$ cat config.mk
export PLATFORM = sky130hd
export DESIGN_NAME = pdd_top
export DESIGN_NICKNAME = d
export VERILOG_FILES = /design/src/design/pdd_pkg.sv /design/src/design/pdd_duty.sv /design/src/design/pdd_dtu.sv /design/src/design/pdd_top.sv
export SDC_FILE = /design/constraint.sdc
export NUM_CORES = 1
export LEC_CHECK = 0
export ABC_AREA = 1
export BUFFER_PORTS_ARGS = -buffer_cell sky130_fd_sc_hd__buf_2
export CAP_MARGIN = 20
export CORE_AREA = 2 2 155 157
export DETAILED_ROUTE_END_ITERATION = 10
export DIE_AREA = 0 0 157 159
export PLACE_DENSITY = 0.87
export SYNTH_ARGS = -nofsm -noshare
export SYNTH_HDL_FRONTEND = slang
export SYNTH_HIERARCHICAL = 1
export SYNTH_SLANG_ARGS = --single-unit
$ cat constraint.sdc
create_clock -name pclk -period 3.3 [get_ports pclk]
set_clock_uncertainty 0.1 [all_clocks]
set_input_delay 0.165 -clock pclk [delete_from_list [all_inputs] [get_ports pclk]]
set_output_delay 0.165 -clock pclk [all_outputs]
set_load 0.01 [all_outputs]
$ cat src/design/pdd_pkg.sv
package pdd_pkg;

    //////////////////////////////////////////////////////////////////////
    // Sizes
    localparam int unsigned NUM_PAIRS = 3;
    localparam int unsigned DUTY_W    = 16;
    localparam int unsigned CNT_W     = 15;
    localparam int unsigned DT_W      = 6;
    localparam int unsigned DT_PS_W   = 2;
    localparam int unsigned DT_PRE_W  = 3;
    localparam int unsigned ADDR_W    = 8;

    //////////////////////////////////////////////////////////////////////
    // Register byte offsets
    localparam logic [7:0] ADDR_TBCON     = 8'h00;
    localparam logic [7:0] ADDR_TBCOUNT   = 8'h04;
    localparam logic [7:0] ADDR_PERIOD    = 8'h08;
    localparam logic [7:0] ADDR_CON1      = 8'h0C;
    localparam logic [7:0] ADDR_CON2      = 8'h10;
    localparam logic [7:0] ADDR_DTC1      = 8'h14;
    localparam logic [7:0] ADDR_DTC2      = 8'h18;
    localparam logic [7:0] ADDR_OVD       = 8'h1C;
    localparam logic [7:0] ADDR_DUTY_BASE = 8'h20;
    localparam logic [7:0] ADDR_DUTY_STEP = 8'h04;

    //////////////////////////////////////////////////////////////////////
    // Field positions
    localparam int unsigned TBCON_EN_BIT   = 15;
    localparam int unsigned TBCON_MODE_LSB = 0;
    localparam int unsigned CON2_UPDATE_DISABLE_BIT  = 0;
    localparam int unsigned CON2_IUE_BIT   = 1;
    localparam int unsigned DTC1_FIRST_LSB = 0;
    localparam int unsigned DTC1_FPS_LSB   = 6;
    localparam int unsigned DTC1_SECND_LSB = 8;
    localparam int unsigned DTC1_SPS_LSB   = 14;
    localparam int unsigned OVD_EN_LSB     = 8;

    //////////////////////////////////////////////////////////////////////
    // Reset values
    localparam logic [15:0] TBCON_RST = 16'h0000;
    localparam logic [14:0] PERIOD_RST = 15'h0000;
    localparam logic [15:0] CON1_RST  = 16'h0000;
    localparam logic [15:0] CON2_RST  = 16'h0000;
    localparam logic [15:0] DTC_RST   = 16'h0000;
    localparam logic [15:0] OVD_RST   = 16'h0000;
    localparam logic [15:0] DUTY_RST  = 16'h0000;

    //////////////////////////////////////////////////////////////////////
    // Time base modes
    localparam logic [1:0] MODE_FREE   = 2'b00;
    localparam logic [1:0] MODE_UPDOWN = 2'b01;
    localparam logic [1:0] MODE_SINGLE = 2'b10;
    localparam logic [1:0] MODE_DOUBLE = 2'b11;

    // Time base state offered by the outside counter
    typedef struct packed {
        logic [14:0] count;
        logic        dir;
        logic        half;
        logic        period_match;
    } pdd_tb_s;

endpackage : pdd_pkg

$ cat src/design/pdd_duty.sv
`timescale 1ns/1ps
module pdd_duty (
    input  logic                       pclk,
    input  logic                       presetn,
    input  logic                       ce,
    input  logic                       wr,
    input  logic [pdd_pkg::DUTY_W-1:0] wdata,
    input  logic                       load,
    input  logic                       immediate,
    input  logic [pdd_pkg::CNT_W-1:0]  tb_count,
    input  logic                       tb_half,
    output logic [pdd_pkg::DUTY_W-1:0] buffer,
    output logic [pdd_pkg::DUTY_W-1:0] active,
    output logic                       cmp
);
    import pdd_pkg::*;

    always_ff @(posedge pclk or negedge presetn) begin
        if (!presetn) begin
            buffer <= DUTY_RST;
            active <= DUTY_RST;
        end else if (ce) begin
            if (wr) begin
                buffer <= wdata; // RULE1
            end
            if (wr && immediate) begin
                active <= wdata; // RULE7
            end else if (load) begin
                active <= buffer; // RULE1
            end
        end
    end

    // Half-count bit below the count gives the extra resolution
    assign cmp = {tb_count, tb_half} < active; // RULE2 RULE8

endmodule : pdd_duty

$ cat src/design/pdd_dtu.sv
`timescale 1ns/1ps
module pdd_dtu (
    input  logic                        pclk,
    input  logic                        presetn,
    input  logic                        ce,
    input  logic                        cmp,
    input  logic                        independent,
    input  logic                        sel_active,
    input  logic                        sel_inactive,
    input  logic [pdd_pkg::DT_W-1:0]    dt_first,
    input  logic [pdd_pkg::DT_W-1:0]    dt_second,
    input  logic [pdd_pkg::DT_PS_W-1:0] ps_first,
    input  logic [pdd_pkg::DT_PS_W-1:0] ps_second,
    input  logic                        clear,
    output logic                        high,
    output logic                        low
);
    import pdd_pkg::*;

    logic                cmp_q;
    logic [DT_W-1:0]     cnt;
    logic [DT_PRE_W-1:0] pre;
    logic [DT_PS_W-1:0]  ps_q;

    wire                rise       = cmp & ~cmp_q; // RULE12
    wire                fall       = ~cmp & cmp_q; // RULE12
    wire                use_second = rise ? sel_active : sel_inactive; // RULE13 RULE26
    wire [DT_W-1:0]     load_val   = use_second ? dt_second : dt_first;
    wire [DT_PS_W-1:0]  load_ps    = use_second ? ps_second : ps_first;
    wire [DT_PRE_W-1:0] pre_max    = DT_PRE_W'((4'd1 << ps_q) - 4'd1); // RULE14
    wire                tick       = pre == pre_max;
    wire                dead       = cnt != '0;

    always_ff @(posedge pclk or negedge presetn) begin
        if (!presetn) begin
            cmp_q <= 1'b0;
            cnt   <= '0;
            pre   <= '0;
            ps_q  <= '0;
        end else if (ce) begin
            cmp_q <= cmp;
            if ((rise || fall) && !independent) begin
                cnt  <= load_val; // RULE15
                ps_q <= load_ps;
                pre  <= '0; // RULE16
            end else if (clear) begin
                pre <= '0; // RULE16
            end else if (dead) begin
                if (tick) begin
                    cnt <= cnt - 1'b1; // RULE12
                    pre <= '0;
                end else begin
                    pre <= pre + 1'b1;
                end
            end
        end
    end

    // Turn-off is immediate, turn-on waits out the counter
    assign high = independent ? cmp : (cmp & ~rise & ~dead); // RULE11 RULE18
    assign low  = independent ? cmp : (~cmp & ~fall & ~dead); // RULE11 RULE25 RULE19

endmodule : pdd_dtu

$ cat src/design/pdd_top.sv
// Summary of operation
// RULE1 - Three 16-bit duty values, each a writable buffer plus an active copy.
// RULE2 - Duty LSB puts the edge at start or middle of a count.
// RULE3 - Edge-aligned modes load active duty on period match and timer reset.
// RULE4 - Time base off loads duty continuously; edge modes need update disable clear.
// RULE5 - Up/down mode loads duty when timer hits zero counting up.
// RULE6 - Double update mode loads duty at zero and at period match.
// RULE7 - Immediate update writes duty straight into the active copy.
// RULE8 - With immediate update the output follows the new value mid-period.
// RULE9 - Comparator n drives pair n, each pair a high and low pin.
// RULE10 - Pair-mode bit 0 complementary, 1 independent; reset gives complementary.
// RULE11 - Complementary pairs keep both pins off for dead time on each transition.
// RULE12 - Per pair a 6-bit down counter started by compare edges.
// RULE13 - Per pair one bit picks active-edge and one inactive-edge dead time.
// RULE14 - Each dead time has a 2-bit prescale of 1, 2, 4 or 8 cycles.
// RULE15 - Two 6-bit dead-time counts, each times its prescaled tick.
// RULE16 - Prescaler cleared on counter load, dead-time register write and reset.
// RULE17 - Software should not change dead-time registers while time base runs.
// RULE18 - Independent pairs get no dead time and may both be active.
// RULE19 - Independent pins follow the comparator or are forced off or on.
// RULE20 - Mode 10 gives a single pulse: on at enable, off at duty match.
// RULE21 - Single pulse period match clears timer, outputs, enable; raises event. The code clears only high pins and independent-pair low pins.
// RULE22 - Override register: upper byte enables, lower byte forced pin states.
// RULE23 - Update disable blocks buffer transfers except immediate duty writes. While the time base is off the code copies the period regardless.
// RULE24 - Read-only count direction flag: 0 counting up, 1 counting down.
// RULE25 - Complementary low pin is the inverse of the high compare result.
// RULE26 - Dead-time select 0 picks the first value, 1 the second.
//
// The implementer's own choices: the placing of the registers and the APB interface to the registers.
`timescale 1ns/1ps
module pdd_top #(
    parameter int unsigned NPAIR = pdd_pkg::NUM_PAIRS
) (
    input  logic                        pclk,
    input  logic                        presetn,
    input  logic                        ce,
    input  logic                        psel,
    input  logic                        penable,
    input  logic                        pwrite,
    input  logic [pdd_pkg::ADDR_W-1:0]  paddr,
    input  logic [31:0]                 pwdata,
    output logic [31:0]                 prdata,
    output logic                        pready,
    output logic                        pslverr,
    input  pdd_pkg::pdd_tb_s            tb_in,
    output logic                        time_base_enable,
    output logic [1:0]                  time_base_mode_field,
    output logic [pdd_pkg::CNT_W-1:0]   period_value,
    output logic                        timer_clear,
    output logic                        single_pulse_done,
    output logic [NPAIR-1:0]            high_side_output,
    output logic [NPAIR-1:0]            low_side_output
);
    import pdd_pkg::*;

    //////////////////////////////////////////////////////////////////////
    // Register state
    logic [CNT_W-1:0]  period_buffer;
    logic [NPAIR-1:0]  pair_mode_select;
    logic              update_disable;
    logic              immediate_update_enable;
    logic [15:0]       dead_time_control_one;
    logic [15:0]       dead_time_control_two;
    logic [15:0]       output_override_control;
    logic              zero_q;

    logic [DUTY_W-1:0] duty_buffer [NPAIR];
    logic [DUTY_W-1:0] duty_active [NPAIR];
    logic [NPAIR-1:0]  cmp_raw;
    logic [NPAIR-1:0]  dt_high;
    logic [NPAIR-1:0]  dt_low;

    //////////////////////////////////////////////////////////////////////
    // APB decode
    wire        setup   = psel & ~penable;
    wire        wr_en   = psel & penable & pwrite & pready;
    wire [15:0] wd      = pwdata[15:0];

    wire sel_tbcon   = paddr == ADDR_TBCON;
    wire sel_tbcount = paddr == ADDR_TBCOUNT;
    wire sel_period  = paddr == ADDR_PERIOD;
    wire sel_con1    = paddr == ADDR_CON1;
    wire sel_con2    = paddr == ADDR_CON2;
    wire sel_dtc1    = paddr == ADDR_DTC1;
    wire sel_dtc2    = paddr == ADDR_DTC2;
    wire sel_ovd     = paddr == ADDR_OVD;

    logic [NPAIR-1:0] sel_duty;
    logic [15:0]      duty_rd [NPAIR+1];

    genvar gi;
    generate
        for (gi = 0; gi < NPAIR; gi++) begin : g_dsel
            assign sel_duty[gi] = paddr == ADDR_W'(ADDR_DUTY_BASE + gi * ADDR_DUTY_STEP);
        end
    endgenerate

    wire mapped = sel_tbcon | sel_tbcount | sel_period | sel_con1 | sel_con2
                | sel_dtc1 | sel_dtc2 | sel_ovd | (|sel_duty);

    //////////////////////////////////////////////////////////////////////
    // Read data selection
    wire [15:0] tbcon_rd  = {time_base_enable, 13'h0000, time_base_mode_field};
    wire [15:0] count_rd  = {tb_in.dir, tb_in.count}; // RULE24
    wire [15:0] con1_rd   = 16'(pair_mode_select);
    wire [15:0] con2_rd   = {14'h0000, immediate_update_enable, update_disable};

    assign duty_rd[0] = 16'h0000;
    generate
        for (gi = 0; gi < NPAIR; gi++) begin : g_drd
            assign duty_rd[gi+1] = duty_rd[gi] | ({16{sel_duty[gi]}} & duty_buffer[gi]);
        end
    endgenerate

    wire [15:0] rd_mux = ({16{sel_tbcon}}   & tbcon_rd)
                       | ({16{sel_tbcount}} & count_rd)
                       | ({16{sel_period}}  & {1'b0, period_buffer})
                       | ({16{sel_con1}}    & con1_rd)
                       | ({16{sel_con2}}    & con2_rd)
                       | ({16{sel_dtc1}}    & dead_time_control_one)
                       | ({16{sel_dtc2}}    & dead_time_control_two)
                       | ({16{sel_ovd}}     & output_override_control)
                       | duty_rd[NPAIR];

    // Zero wait states: answer registered from the setup cycle
    always_ff @(posedge pclk or negedge presetn) begin
        if (!presetn) begin
            pready  <= 1'b0;
            pslverr <= 1'b0;
            prdata  <= 32'h0000_0000;
        end else if (ce) begin
            pready  <= setup;
            pslverr <= setup & ~mapped;
            prdata  <= (setup & ~pwrite) ? {16'h0000, rd_mux} : 32'h0000_0000;
        end
    end

    //////////////////////////////////////////////////////////////////////
    // Update events
    wire sp_mode   = time_base_mode_field == MODE_SINGLE;
    wire edge_mode = (time_base_mode_field == MODE_FREE) | sp_mode;
    wire count_zero = tb_in.count == '0;
    // Entry into zero only, so a stalled count does not reload every cycle
    wire zero_hit  = count_zero & ~zero_q & ~tb_in.dir;

    wire run_evt   = edge_mode ? tb_in.period_match // RULE3
                   : (time_base_mode_field == MODE_UPDOWN) ? zero_hit // RULE5
                   : (zero_hit | tb_in.period_match); // RULE6

    wire duty_load = time_base_enable ? (run_evt & ~update_disable) // RULE23
                   : (edge_mode ? ~update_disable : 1'b1); // RULE4

    wire per_evt   = edge_mode ? tb_in.period_match : zero_hit;
    wire per_load  = time_base_enable ? (per_evt & ~update_disable) : 1'b1; // RULE23

    wire sp_end    = time_base_enable & sp_mode & tb_in.period_match;
    wire dt_clear  = wr_en & (sel_dtc1 | sel_dtc2);

    //////////////////////////////////////////////////////////////////////
    // Control registers
    always_ff @(posedge pclk or negedge presetn) begin
        if (!presetn) begin
            time_base_enable        <= TBCON_RST[TBCON_EN_BIT];
            time_base_mode_field    <= TBCON_RST[TBCON_MODE_LSB +: 2];
            period_buffer           <= PERIOD_RST;
            pair_mode_select        <= NPAIR'(CON1_RST); // RULE10
            update_disable          <= CON2_RST[CON2_UPDATE_DISABLE_BIT];
            immediate_update_enable <= CON2_RST[CON2_IUE_BIT];
            dead_time_control_one   <= DTC_RST;
            dead_time_control_two   <= DTC_RST;
            output_override_control <= OVD_RST;
        end else if (ce) begin
            if (wr_en && sel_tbcon) begin
                // A software write wins over the single-pulse clear
                time_base_enable     <= wd[TBCON_EN_BIT];
                time_base_mode_field <= wd[TBCON_MODE_LSB +: 2];
            end else if (sp_end) begin
                time_base_enable <= 1'b0; // RULE21
            end
            if (wr_en && sel_period) begin
                period_buffer <= wd[CNT_W-1:0];
            end
            if (wr_en && sel_con1) begin
                pair_mode_select <= wd[NPAIR-1:0]; // RULE10
            end
            if (wr_en && sel_con2) begin
                update_disable          <= wd[CON2_UPDATE_DISABLE_BIT];
                immediate_update_enable <= wd[CON2_IUE_BIT];
            end
            if (wr_en && sel_dtc1) begin
                dead_time_control_one <= wd; // RULE15
            end
            if (wr_en && sel_dtc2) begin
                dead_time_control_two <= {10'h000, wd[5:0]}; // RULE13
            end
            if (wr_en && sel_ovd) begin
                output_override_control <= wd; // RULE22
            end
        end
    end

    //////////////////////////////////////////////////////////////////////
    // Period copy and single-pulse events
    always_ff @(posedge pclk or negedge presetn) begin
        if (!presetn) begin
            period_value      <= PERIOD_RST;
            timer_clear       <= 1'b0;
            single_pulse_done <= 1'b0;
            zero_q            <= 1'b0;
        end else if (ce) begin
            if (per_load) begin
                period_value <= period_buffer;
            end
            timer_clear       <= sp_end; // RULE21
            single_pulse_done <= sp_end; // RULE21
            zero_q            <= count_zero;
        end
    end

    //////////////////////////////////////////////////////////////////////
    // Per-pair datapath
    wire [DT_W-1:0]    dt_first  = dead_time_control_one[DTC1_FIRST_LSB +: DT_W];
    wire [DT_W-1:0]    dt_second = dead_time_control_one[DTC1_SECND_LSB +: DT_W];
    wire [DT_PS_W-1:0] ps_first  = dead_time_control_one[DTC1_FPS_LSB +: DT_PS_W];
    wire [DT_PS_W-1:0] ps_second = dead_time_control_one[DTC1_SPS_LSB +: DT_PS_W];

    logic [NPAIR-1:0] next_high;
    logic [NPAIR-1:0] next_low;

    generate
        for (gi = 0; gi < NPAIR; gi++) begin : g_pair
            // Single pulse: the compare dies with the enable, taking the high pins down
            wire cmp_g = cmp_raw[gi] & (~sp_mode | time_base_enable); // RULE20 RULE21

            pdd_duty u_duty (
                .pclk      (pclk),
                .presetn   (presetn),
                .ce        (ce),
                .wr        (wr_en & sel_duty[gi]),
                .wdata     (wd),
                .load      (duty_load),
                .immediate (immediate_update_enable), // RULE7
                .tb_count  (tb_in.count),
                .tb_half   (tb_in.half),
                .buffer    (duty_buffer[gi]),
                .active    (duty_active[gi]),
                .cmp       (cmp_raw[gi])
            );

            pdd_dtu u_dtu (
                .pclk         (pclk),
                .presetn      (presetn),
                .ce           (ce),
                .cmp          (cmp_g), // RULE9
                .independent  (pair_mode_select[gi]), // RULE10 RULE18
                .sel_active   (dead_time_control_two[2*gi]), // RULE13
                .sel_inactive (dead_time_control_two[2*gi+1]), // RULE13
                .dt_first     (dt_first),
                .dt_second    (dt_second),
                .ps_first     (ps_first),
                .ps_second    (ps_second),
                .clear        (dt_clear), // RULE16
                .high         (dt_high[gi]),
                .low          (dt_low[gi])
            );

            // Override bypasses compare and dead time
            assign next_high[gi] = output_override_control[OVD_EN_LSB + 2*gi + 1] ?
                                   output_override_control[2*gi + 1] : dt_high[gi]; // RULE22 RULE19
            assign next_low[gi]  = output_override_control[OVD_EN_LSB + 2*gi] ?
                                   output_override_control[2*gi] : dt_low[gi]; // RULE22 RULE19
        end
    endgenerate

    always_ff @(posedge pclk or negedge presetn) begin
        if (!presetn) begin
            high_side_output <= '0;
            low_side_output  <= '0;
        end else if (ce) begin
            high_side_output <= next_high; // RULE9
            low_side_output  <= next_low; // RULE9
        end
    end

endmodule : pdd_top

==> results.txt, run 1 <==
----------------------------------------------------
[Logic synthesis]
  Most used flip-flop cell after synthesis ... sky130_fd_sc_hd__dfrtp_1
  Number of enable-type register cells in the synthesized netlist ... 0
  Cell types occupying the most area after synthesis ... sky130_fd_sc_hd__dfrtp_1 (42%), sky130_fd_sc_hd__nand2_1 (18%), sky130_fd_sc_hd__o21ai_0 (7.7%)
  Gate Count Post-Synth ... 1,878
  Fraction of synthesis flops using an asynchronous set or reset pin ... 1.00
  Yosys top cell area share ... 0.419
  Sequential share of the synthesized area ... 0.419
  Cell area after technology mapping ... 0.0140 mm²
  Most frequent cells after synthesis ... sky130_fd_sc_hd__nand2_1 (657), sky130_fd_sc_hd__dfrtp_1 (234), sky130_fd_sc_hd__inv_1 (216), sky130_fd_sc_hd__o21ai_0 (216), sky130_fd_sc_hd__nor2_1 (114)
  Count of unique library cells instantiated by Yosys ... 40
  Yosys reg bits ... 234
  Yosys warnings ... 6
  Most frequent cell after synthesis ... sky130_fd_sc_hd__nand2_1
  Post-synthesis area per instance ... 7.44 µm²
  Cell accounting for the most synthesized area ... sky130_fd_sc_hd__dfrtp_1

[STA]
  Least-Margin Pin Slew ... 770 ps
  Unrepaired setup endpoints after global routing ... no
  Share of the clock period used by the worst path ... 0.921
  Worst-case setup margin in the final layout ... 260 ps
  Min Tclk post-route ... 3040 ps
  Pins over their slew limit ... 0
  Number of hold-slack violations in the final timing report ... 0
  Slew Limit Headroom ... 0.486
  Count of endpoints failing setup in the final report ... 0
  Setup total negative slack ... 0 ps
  Top achievable clock speed ... 329 MHz

[Power]
  P_sw ... 0.00224 W
  Portion of total power attributed to combinational logic ... 0.192
  Int Pwr ... 0.00502 W
  Flop pwr share ... 0.427
  Worst vdd rail ir drop ... 0.378 mV
  Clock group share of total power ... 0.381
  Switching share of total power ... 0.308
  Leak Pwr ... 7.92 nW
  Cell Pwr Density ... 465 mW/mm²

[Critical path]
  Delay contributed by the slowest stage of the critical path ... 360 ps
  Slowest CP cell ... sky130_fd_sc_hd__dfrtp_1
  Kind of launch point of the worst setup path ... register
  Setup slack, reg-to-reg ... 260 ps
  Crit path max fanout ... 10
  Startpoint of the worst register-to-register path ... g_pair[0].u_duty/active[13]$_DFFE_PN0P_
  Critical path endpoint category ... register
  Critical path launch point ... g_pair[0].u_duty/active[13]$_DFFE_PN0P_
  Start-to-end type of the worst setup path ... register to register
  Arrival time worst endpoint ... 3410 ps
  Series of cell instances along the critical path ... inv_1, ha_1, a21oi_1, o21ai_0, nor2_1, nand2_1, a21oi_1, nand2_1, inv_1, inv_1, ha_1, nand2_8, inv_4, nor2_1, nand2_2, nand2_2, inv_2, nand2_1, inv_2, nor2_2
  CP Data Required Time ... 3670 ps

[Floorplan]
  Die Area ... 0.0250 mm²
  Horizontal die dimension ... 157 µm
  Die H ... 159 µm
  Placeable core region ... 0.0232 mm²
  Initial cell density of the core ... 0.603
  I/O pins ... 124
  Site Rows ... 56

[CTS]
  Cell chosen for the clock root ... sky130_fd_sc_hd__clkbuf_16
  Clock sink count ... 234
  H-tree depth ... 1
  CTS tree ... yes
  Source-to-sink clock delay at the later pin of the worst-skew pair ... 540 ps
  Post-CTS setup buffer count ... 0
  Maximum root-to-sink buffer count ... 3
  Number of buffers inserted during clock tree synthesis ... 27
  Clock transition at path regs ... 60 ps

[Route]
  First-pass iteration count of the detailed router ... 6
  Average wire length per cell after detail routing ... 17.5 µm
  Via count ... 12,800
  Post-detailed-routing wire length ... 40.5 mm
  Number of DRC markers after the initial detailed-route iteration ... 1,375
  DRC errors left ... 0
  Number of nets with antenna violations after detailed routing ... 0
  Via density per instance ... 5.54

[Global route]
  Antenna violations before repair ... 1
  Global-route congestion overflow total ... 0
  GRT Util Overall ... 0.326
  Wire length of the first global-routing pass ... 64.7 mm
  Via count of the first global-routing pass ... 12,400
  Pin count of the biggest net entering global routing ... 89

[Placement]
  HPWL reported at the end of detailed placement ... 29.2 mm
  RePlAce Congestion ... 0.956
  Worst setup timing slack at the placement stage ... 287 ps
  Input/output buffers ... 91

[Cells and area]
  Nets@finish ... 2,111
  Synth-to-Final Area Change ... 11.7%
  Fraction of layout instances using a drive strength above 1 ... 0.132
  Diodes inserted ... 0
  Filler cell count ... 1,826
  Core occupancy in the finished layout ... 0.673

[Job]
  MaxCap Viol Count ... 0

[Worst hold path]
  Hold wc startpoint ... tb_in[7]
  Path category of the worst min-delay check ... input port to register

[Run status]
  Status ... complete, no violations

----------------------------------------------------
## layer usage
layer / global-route usage / vias to the layer above / part of all wire
met5: 0 / - / 0.00032
met4: 0.141 / 2 / 0.047
met3: 0.0593 / 139 / 0.079
met2: 0.529 / 561 / 0.47
met1: 0.429 / 6024 / 0.40
li1: - / 6121 / -
## registers in the layout, indices dropped and copies added (netlist names)
signal and cells:
g_pair.u_duty/buffer 48, output_override_control 16, g_pair.u_dtu/cmp_q 3, zero_q 1, period_buffer 15, g_pair.u_dtu/cnt 18, high_side_output 3, time_base_enable 1
pready 1, update_disable 1, prdata 16, low_side_output 3, period_value 15, dead_time_control_one 16, dead_time_control_two 6, single_pulse_done 1
g_pair.u_dtu/ps_q 6, immediate_update_enable 1, time_base_mode_field 2, pslverr 1, g_pair.u_duty/active 48, g_pair.u_dtu/pre 9, pair_mode_select 3
## per-stage QoR
stage	area (µm²)	cells	power (W)	hold WS, ps
2_1_floorplan	14000	1893	0.00411	-231
3_3_place_gp	14600	2252	0.00443	94.5
3_5_place_dp	14600	2252	0.00449	98.2
4_1_cts	15600	2320	0.00726	3.18
5_1_grt	15600	2320	0.00758	68.1
6_report	15600	2320	0.00726	23.1
## cell usage in the layout (no fill, tap or decap), types with 5 or more instances in the layout
cell type / instances
sky130_fd_sc_hd__nand2_1: 657
sky130_fd_sc_hd__dfrtp_1: 234
sky130_fd_sc_hd__inv_1: 216
sky130_fd_sc_hd__o21ai_0: 216
sky130_fd_sc_hd__nor2_1: 114
sky130_fd_sc_hd__buf_2: 90
sky130_fd_sc_hd__nand3_1: 78
sky130_fd_sc_hd__ha_1: 63
sky130_fd_sc_hd__o21ai_1: 33
sky130_fd_sc_hd__clkbuf_16: 27
sky130_fd_sc_hd__a21oi_1: 26
sky130_fd_sc_hd__dlygate4sd3_1: 22
sky130_fd_sc_hd__nand2_2: 19
sky130_fd_sc_hd__buf_4: 18
sky130_fd_sc_hd__o21ai_2: 16
sky130_fd_sc_hd__conb_1: 16
sky130_fd_sc_hd__nor2_4: 15
sky130_fd_sc_hd__inv_2: 15
sky130_fd_sc_hd__nand3b_1: 12
sky130_fd_sc_hd__nor2_2: 10
sky130_fd_sc_hd__nor3_1: 9
sky130_fd_sc_hd__nand3_2: 9
sky130_fd_sc_hd__nand4_1: 9
sky130_fd_sc_hd__clkbuf_1: 8
sky130_fd_sc_hd__inv_4: 7
sky130_fd_sc_hd__nor3b_1: 6
sky130_fd_sc_hd__clkinv_2: 6
sky130_fd_sc_hd__xnor2_1: 6
sky130_fd_sc_hd__o22ai_1: 6
sky130_fd_sc_hd__nand2_4: 5
## timing repair
action / 4_1_cts / 5_1_grt
resized for setup: 0 / 1
setup endpoints to repair: 0 / 5
hold buffers: 22 / 0
hold endpoints to repair: 203 / 0
## cell type report
cell class	count	area, µm²	share of cell area
multi-input cells	1350	6800	0.435
flip-flops and latches	234	5860	0.375
inverters	238	911	0.0583
repair buffers	133	861	0.0551
clock buffers	38	747	0.0478
well taps	319	399	0.0256
clock inverters	8	45.0	0.00288
## worst max-delay path, delay by kind of cell, from the launching register on
kind                       cells  cell delay, ps
and+or+nand+nor                9             930
adders and majority gates      2             600
AOI/OAI and AO/OA              3             570
buffers and inverters          6             410
DFF                            1             360
## power groups by stage
stage / Clock (W) / Sequential (W) / Combinational, W
2_1_floorplan: 0 / 0.00313 / 0.000975
3_3_place_gp: 0 / 0.00315 / 0.00128
3_5_place_dp: 0 / 0.00315 / 0.00135
4_1_cts: 0.00279 / 0.00310 / 0.00138
5_1_grt: 0.00290 / 0.00312 / 0.00157
6_report: 0.00277 / 0.00310 / 0.00139
## path summary, 6_finish.rpt
kind                                                       to  depth (start not counted)
max reg2reg                g_pair[0].u_dtu/pre[2]$_DFFE_PN0P_                         20
min reg2reg                       period_value[6]$_DFFE_PN0P_                          2
min                                        zero_q$_DFFE_PN0P_                          6
max in group asynchronous       period_buffer[11]$_DFFE_PN0P_                          3
min in group asynchronous              prdata[15]$_DFFE_PN0P_                          2
max                        g_pair[0].u_dtu/pre[2]$_DFFE_PN0P_                         20
## logic make-up (layout without fill, tap and decap cells)
| group | count (synthesis) | in the layout | share of synthesized area |
|---|---|---|---|
| other cells | 1 | 16 | 0.000268 |
| mux | 3 | 3 | 0.00242 |
| simple gates | 951 | 951 | 0.296 |
| xor+xnor | 6 | 6 | 0.00376 |
| compound gates | 311 | 311 | 0.123 |
| flops | 234 | 234 | 0.419 |
| fa+ha+maj | 63 | 63 | 0.0564 |
| buf+inv | 309 | 417 | 0.0991 |
(Power assumes the default switching activity.)
==> inputs of run 2 (changes only) <==
--- a/config.mk
+++ b/config.mk
@@ -5,13 +5,12 @@
 export SDC_FILE = /design/constraint.sdc
 export NUM_CORES = 1
 export LEC_CHECK = 0
-export ABC_AREA = 1
 export BUFFER_PORTS_ARGS = -buffer_cell sky130_fd_sc_hd__buf_2
 export CAP_MARGIN = 20
-export CORE_AREA = 2 2 155 157
+export CORE_AREA = 2 2 153 155
 export DETAILED_ROUTE_END_ITERATION = 10
-export DIE_AREA = 0 0 157 159
-export PLACE_DENSITY = 0.87
+export DIE_AREA = 0 0 155 157
+export PLACE_DENSITY = 0.88
 export SYNTH_ARGS = -nofsm -noshare
 export SYNTH_HDL_FRONTEND = slang
 export SYNTH_HIERARCHICAL = 1
==> run 2 against run 1 <==
Die area down 2.5%. Critical path type is now input port to register. Sequential power up 2%. Flip-flop and latch count unchanged. Global-route usage up 1.4 points. Sequential share of layout area down 0.42 points. Final area up 1.1%. Clock power up 6%.
==> results.txt, run 2 <==
----------------------------------------------------
[Run status]
  Status ... complete, no violations

[Logic synthesis]
  Count of unique library cells instantiated by Yosys ... 82 (+110%)
  Fraction of synthesis flops using an asynchronous set or reset pin ... 1.00 (unchanged)
  Yosys warnings ... 6 (unchanged)
  Gate Count Post-Synth ... 1,292 (-31%)
  Number of enable-type register cells in the synthesized netlist ... 0 (unchanged)
  Cell accounting for the most synthesized area ... sky130_fd_sc_hd__dfrtp_1
  Yosys reg bits ... 234 (unchanged)
  Most frequent cells after synthesis ... sky130_fd_sc_hd__dfrtp_1 (234), sky130_fd_sc_hd__nand2_1 (125), sky130_fd_sc_hd__mux2_2 (116)
  Post-synthesis area per instance ... 10.6 µm² (+43%)
  Yosys top cell area share ... 0.427 (+0.00818)
  Cell types occupying the most area after synthesis ... sky130_fd_sc_hd__dfrtp_1 (43%), sky130_fd_sc_hd__mux2_2 (9.5%), sky130_fd_sc_hd__mux2i_1 (7.3%)
  Sequential share of the synthesized area ... 0.427 (+0.00818)
  Most used flip-flop cell after synthesis ... sky130_fd_sc_hd__dfrtp_1
  Most frequent cell after synthesis ... sky130_fd_sc_hd__dfrtp_1
  Cell area after technology mapping ... 0.0137 mm² (-1.9%)

[STA]
  Least-Margin Pin Slew ... 924 ps (+154 ps)
  Number of hold-slack violations in the final timing report ... 0 (unchanged)
  Pins over their slew limit ... 0 (unchanged)
  Worst-case setup margin in the final layout ... 16.8 ps (-244 ps)
  Slew Limit Headroom ... 0.383 (-0.103)
  Share of the clock period used by the worst path ... 0.995 (+0.0738)
  Top achievable clock speed ... 305 MHz (-7.4%)
  Min Tclk post-route ... 3280 ps (+244 ps)
  Post-Route Hold Slack ... 18.9 ps (-4.17 ps)
  Unrepaired setup endpoints after global routing ... yes
  Count of endpoints failing setup in the final report ... 0 (unchanged)

[Worst hold path]
  Hold wc startpoint ... pwdata[1]
  Path category of the worst min-delay check ... input port to register

[Floorplan]
  Placeable core region ... 0.0225 mm² (-3.0%)
  Initial cell density of the core ... 0.609 (+0.00657)
  I/O pins ... 124 (unchanged)
  Die Area ... 0.0243 mm² (-2.5%)
  Horizontal die dimension ... 155 µm (-1.3%)
  Site Rows ... 55 (-1.8%)
  Die H ... 157 µm (-1.3%)

[Cells and area]
  Core occupancy in the finished layout ... 0.702 (+0.0285)
  Nets@finish ... 1,545 (-27%)
  Fraction of layout instances using a drive strength above 1 ... 0.260 (+0.127)
  Synth-to-Final Area Change ... 15.2%
  Post-route non-filler standard cell count ... 1,722 (-26%)
  Filler cell count ... 1,499 (-18%)
  Commonest cells after routing, fill and taps aside ... sky130_fd_sc_hd__dfrtp_1 (234), sky130_fd_sc_hd__nand2_1 (124), sky130_fd_sc_hd__mux2_2 (116)
  Largest registers ... g_pair.u_duty/active x48, g_pair.u_duty/buffer x48, g_pair.u_dtu/cnt x18
  Commonest non-fill, non-tap cell in the layout ... sky130_fd_sc_hd__dfrtp_1

[Global route]
  Antenna violations before repair ... 2 (+1)
  Via count of the first global-routing pass ... 11,300 (-8.9%)
  Pin count of the biggest net entering global routing ... 111 (+25%)
  GRT Util Overall ... 0.340 (+0.0140)
  Global-route congestion overflow total ... 0 (unchanged)
  Wire length of the first global-routing pass ... 64.2 mm (-0.70%)

[CTS]
  Clock transition at path regs ... 70 ps (about the same)
  Clock sink count ... 234 (unchanged)
  Source-to-sink clock delay at the later pin of the worst-skew pair ... 550 ps (about the same)
  Number of buffers inserted during clock tree synthesis ... 25 (-7.4%)
  Cell chosen for the clock root ... sky130_fd_sc_hd__clkbuf_16
  Maximum root-to-sink buffer count ... 3 (unchanged)
  CTS tree ... yes
  H-tree depth ... 1 (unchanged)

[Critical path]
  Kind of launch point of the worst setup path ... input port
  Series of cell instances along the critical path ... dlygate4sd3_1, buf_2, ha_4, a21o_1, a21o_1, a221o_1, a21oi_2, nor2b_4, buf_6, ha_4, mux2i_4, mux2i_1, o22ai_1, a311o_1
  Delay contributed by the slowest stage of the critical path ... 520 ps (+160 ps)
  CP Data Required Time ... 3610 ps (-60 ps)
  Critical path launch point ... tb_in[15]
  Crit path max fanout ... 5 (-5)
  Slowest CP cell ... sky130_fd_sc_hd__dlygate4sd3_1
  Arrival time worst endpoint ... 3590 ps (+180 ps)
  Startpoint of the worst register-to-register path ... g_pair[0].u_duty/active[13]$_DFFE_PN0P_
  Start-to-end type of the worst setup path ... input port to register
  Critical path endpoint category ... register

[Power]
  Design Power ... 0.00749 W (+3.1%)
  Leak Pwr ... 7.27 nW (-8.2%)
  Cell Pwr Density ... 474 mW/mm² (+2.0%)
  Worst vdd rail ir drop ... 0.247 mV (-35%)

[Route]
  DRC errors left ... 0 (unchanged)
  Post-detailed-routing wire length ... 43.3 mm (+6.8%)
  Number of nets with antenna violations after detailed routing ... 0 (unchanged)
  Number of DRC markers after the initial detailed-route iteration ... 1,366 (-0.65%)
  Average wire length per cell after detail routing ... 25.1 µm (+44%)
  First-pass iteration count of the detailed router ... 6 (unchanged)
  Via count ... 11,800 (-8.3%)
  Via density per instance ... 6.84 (+24%)

[Placement]
  HPWL reported at the end of detailed placement ... 28.6 mm (-2.2%)
  Input/output buffers ... 91 (unchanged)
  Worst setup timing slack at the placement stage ... -157 ps (-444 ps)
  RePlAce Congestion ... 1.04 (+8.5%)
  Placed insts ... 1,653 (-27%)

[Job]
  MaxCap Viol Count ... 0 (unchanged)

----------------------------------------------------
-- run 2: cell types whose count changed after synthesis, moves of 18 or more --
cell and change:
sky130_fd_sc_hd__mux2_2 +113, sky130_fd_sc_hd__nor3_1 +19, sky130_fd_sc_hd__mux2i_1 +100, sky130_fd_sc_hd__inv_1 -145, sky130_fd_sc_hd__o211ai_1 +20, sky130_fd_sc_hd__o21ai_1 -18, sky130_fd_sc_hd__o21ai_0 -150, sky130_fd_sc_hd__nor2_1 -72
sky130_fd_sc_hd__nand3_1 -62, sky130_fd_sc_hd__nand2_1 -532
-- run 2: logic make-up after synthesis --
group | after synthesis | synth area share
AOI/OAI and AO/OA | 269 | 0.140
xor gates and xnor gates | 3 | 0.00192
buffers and inverters | 148 | 0.0553
DFF | 234 | 0.427
adders and majority gates | 63 | 0.0575
muxes | 225 | 0.181
other | 1 | 0.000274
and+or+nand+nor | 349 | 0.137
-- run 2: metal layers --
layer	share of wire	vias up	routed length (µm)	track usage
met5	0	-	0	0
met3	0.12	182	5080	0.0730
met4	0.056	0	2420	0.156
met2	0.45	831	19400	0.527
met1	0.38	5766	16400	0.461
li1	-	5002	-	-
-- run 2: final cells by class --
type | instances | area, µm² | share of cell area
clock inverter | 10 | 154 | 0.00974
sequential | 234 | 5860 | 0.371
clock buffer | 34 | 679 | 0.0430
antenna | 2 | 5.00 | 0.000317
inverter | 71 | 267 | 0.0169
tap | 285 | 357 | 0.0226
timing repair buffer | 160 | 1100 | 0.0696
multi-input combinational | 926 | 7380 | 0.467
-- run 2: metrics by stage --
step	TNS, ps	instance area (µm²)
after detailed placement	-772	14500
after floorplan	0	13800
after global placement	-105	14500
final	0	15800
after CTS	0	15500
after global routing	-296	15800
-- run 2: report_power, final --
part | leakage, nW | switching, W | internal (W) | total, W
Combinational | 3.62 | 0.000826 | 0.000570 | 0.00140
Sequential | 3.24 | 0.000155 | 0.00300 | 0.00315
Clock | 0.411 | 0.00119 | 0.00175 | 0.00294
Total | 7.27 | 0.00217 | 0.00532 | 0.00749
-- run 2: path summary, 6_finish.rpt --
check                                                         end  slack [ps]  depth (start not counted)
max                            g_pair[0].u_dtu/cnt[5]$_DFFE_PN0P_          20                         14
min                        g_pair[2].u_duty/active[1]$_DFFE_PN0P_          20                          3
max reg2reg                    g_pair[0].u_dtu/cnt[5]$_DFFE_PN0P_          30                         13
min reg2reg                                 prdata[7]$_DFFE_PN0P_         390                          1
max in group asynchronous  g_pair[2].u_duty/buffer[6]$_DFFE_PN0P_        2020                          3
min in group asynchronous      g_pair[0].u_dtu/cnt[3]$_DFFE_PN0P_         190                          2
-- run 2: what timing repair did --
| item | CTS | global route |
|---|---|---|
| pin swaps | 1 | 12 |
| gates cloned | 0 | 1 |
| resized for setup | 13 | 38 |
| setup endpoints to repair | 22 | 28 |
| hold buffers | 11 | 0 |
| hold endpoints to repair | 127 | 0 |
| setup buffers | 6 | 6 |
-- run 2: worst max-delay path, delay by kind of cell --
family          cells  cell delay, ps
compound gates      6            1350
fa+ha+maj           2             400
buf+inv             3             890
mux                 2             590
simple gates        1             160
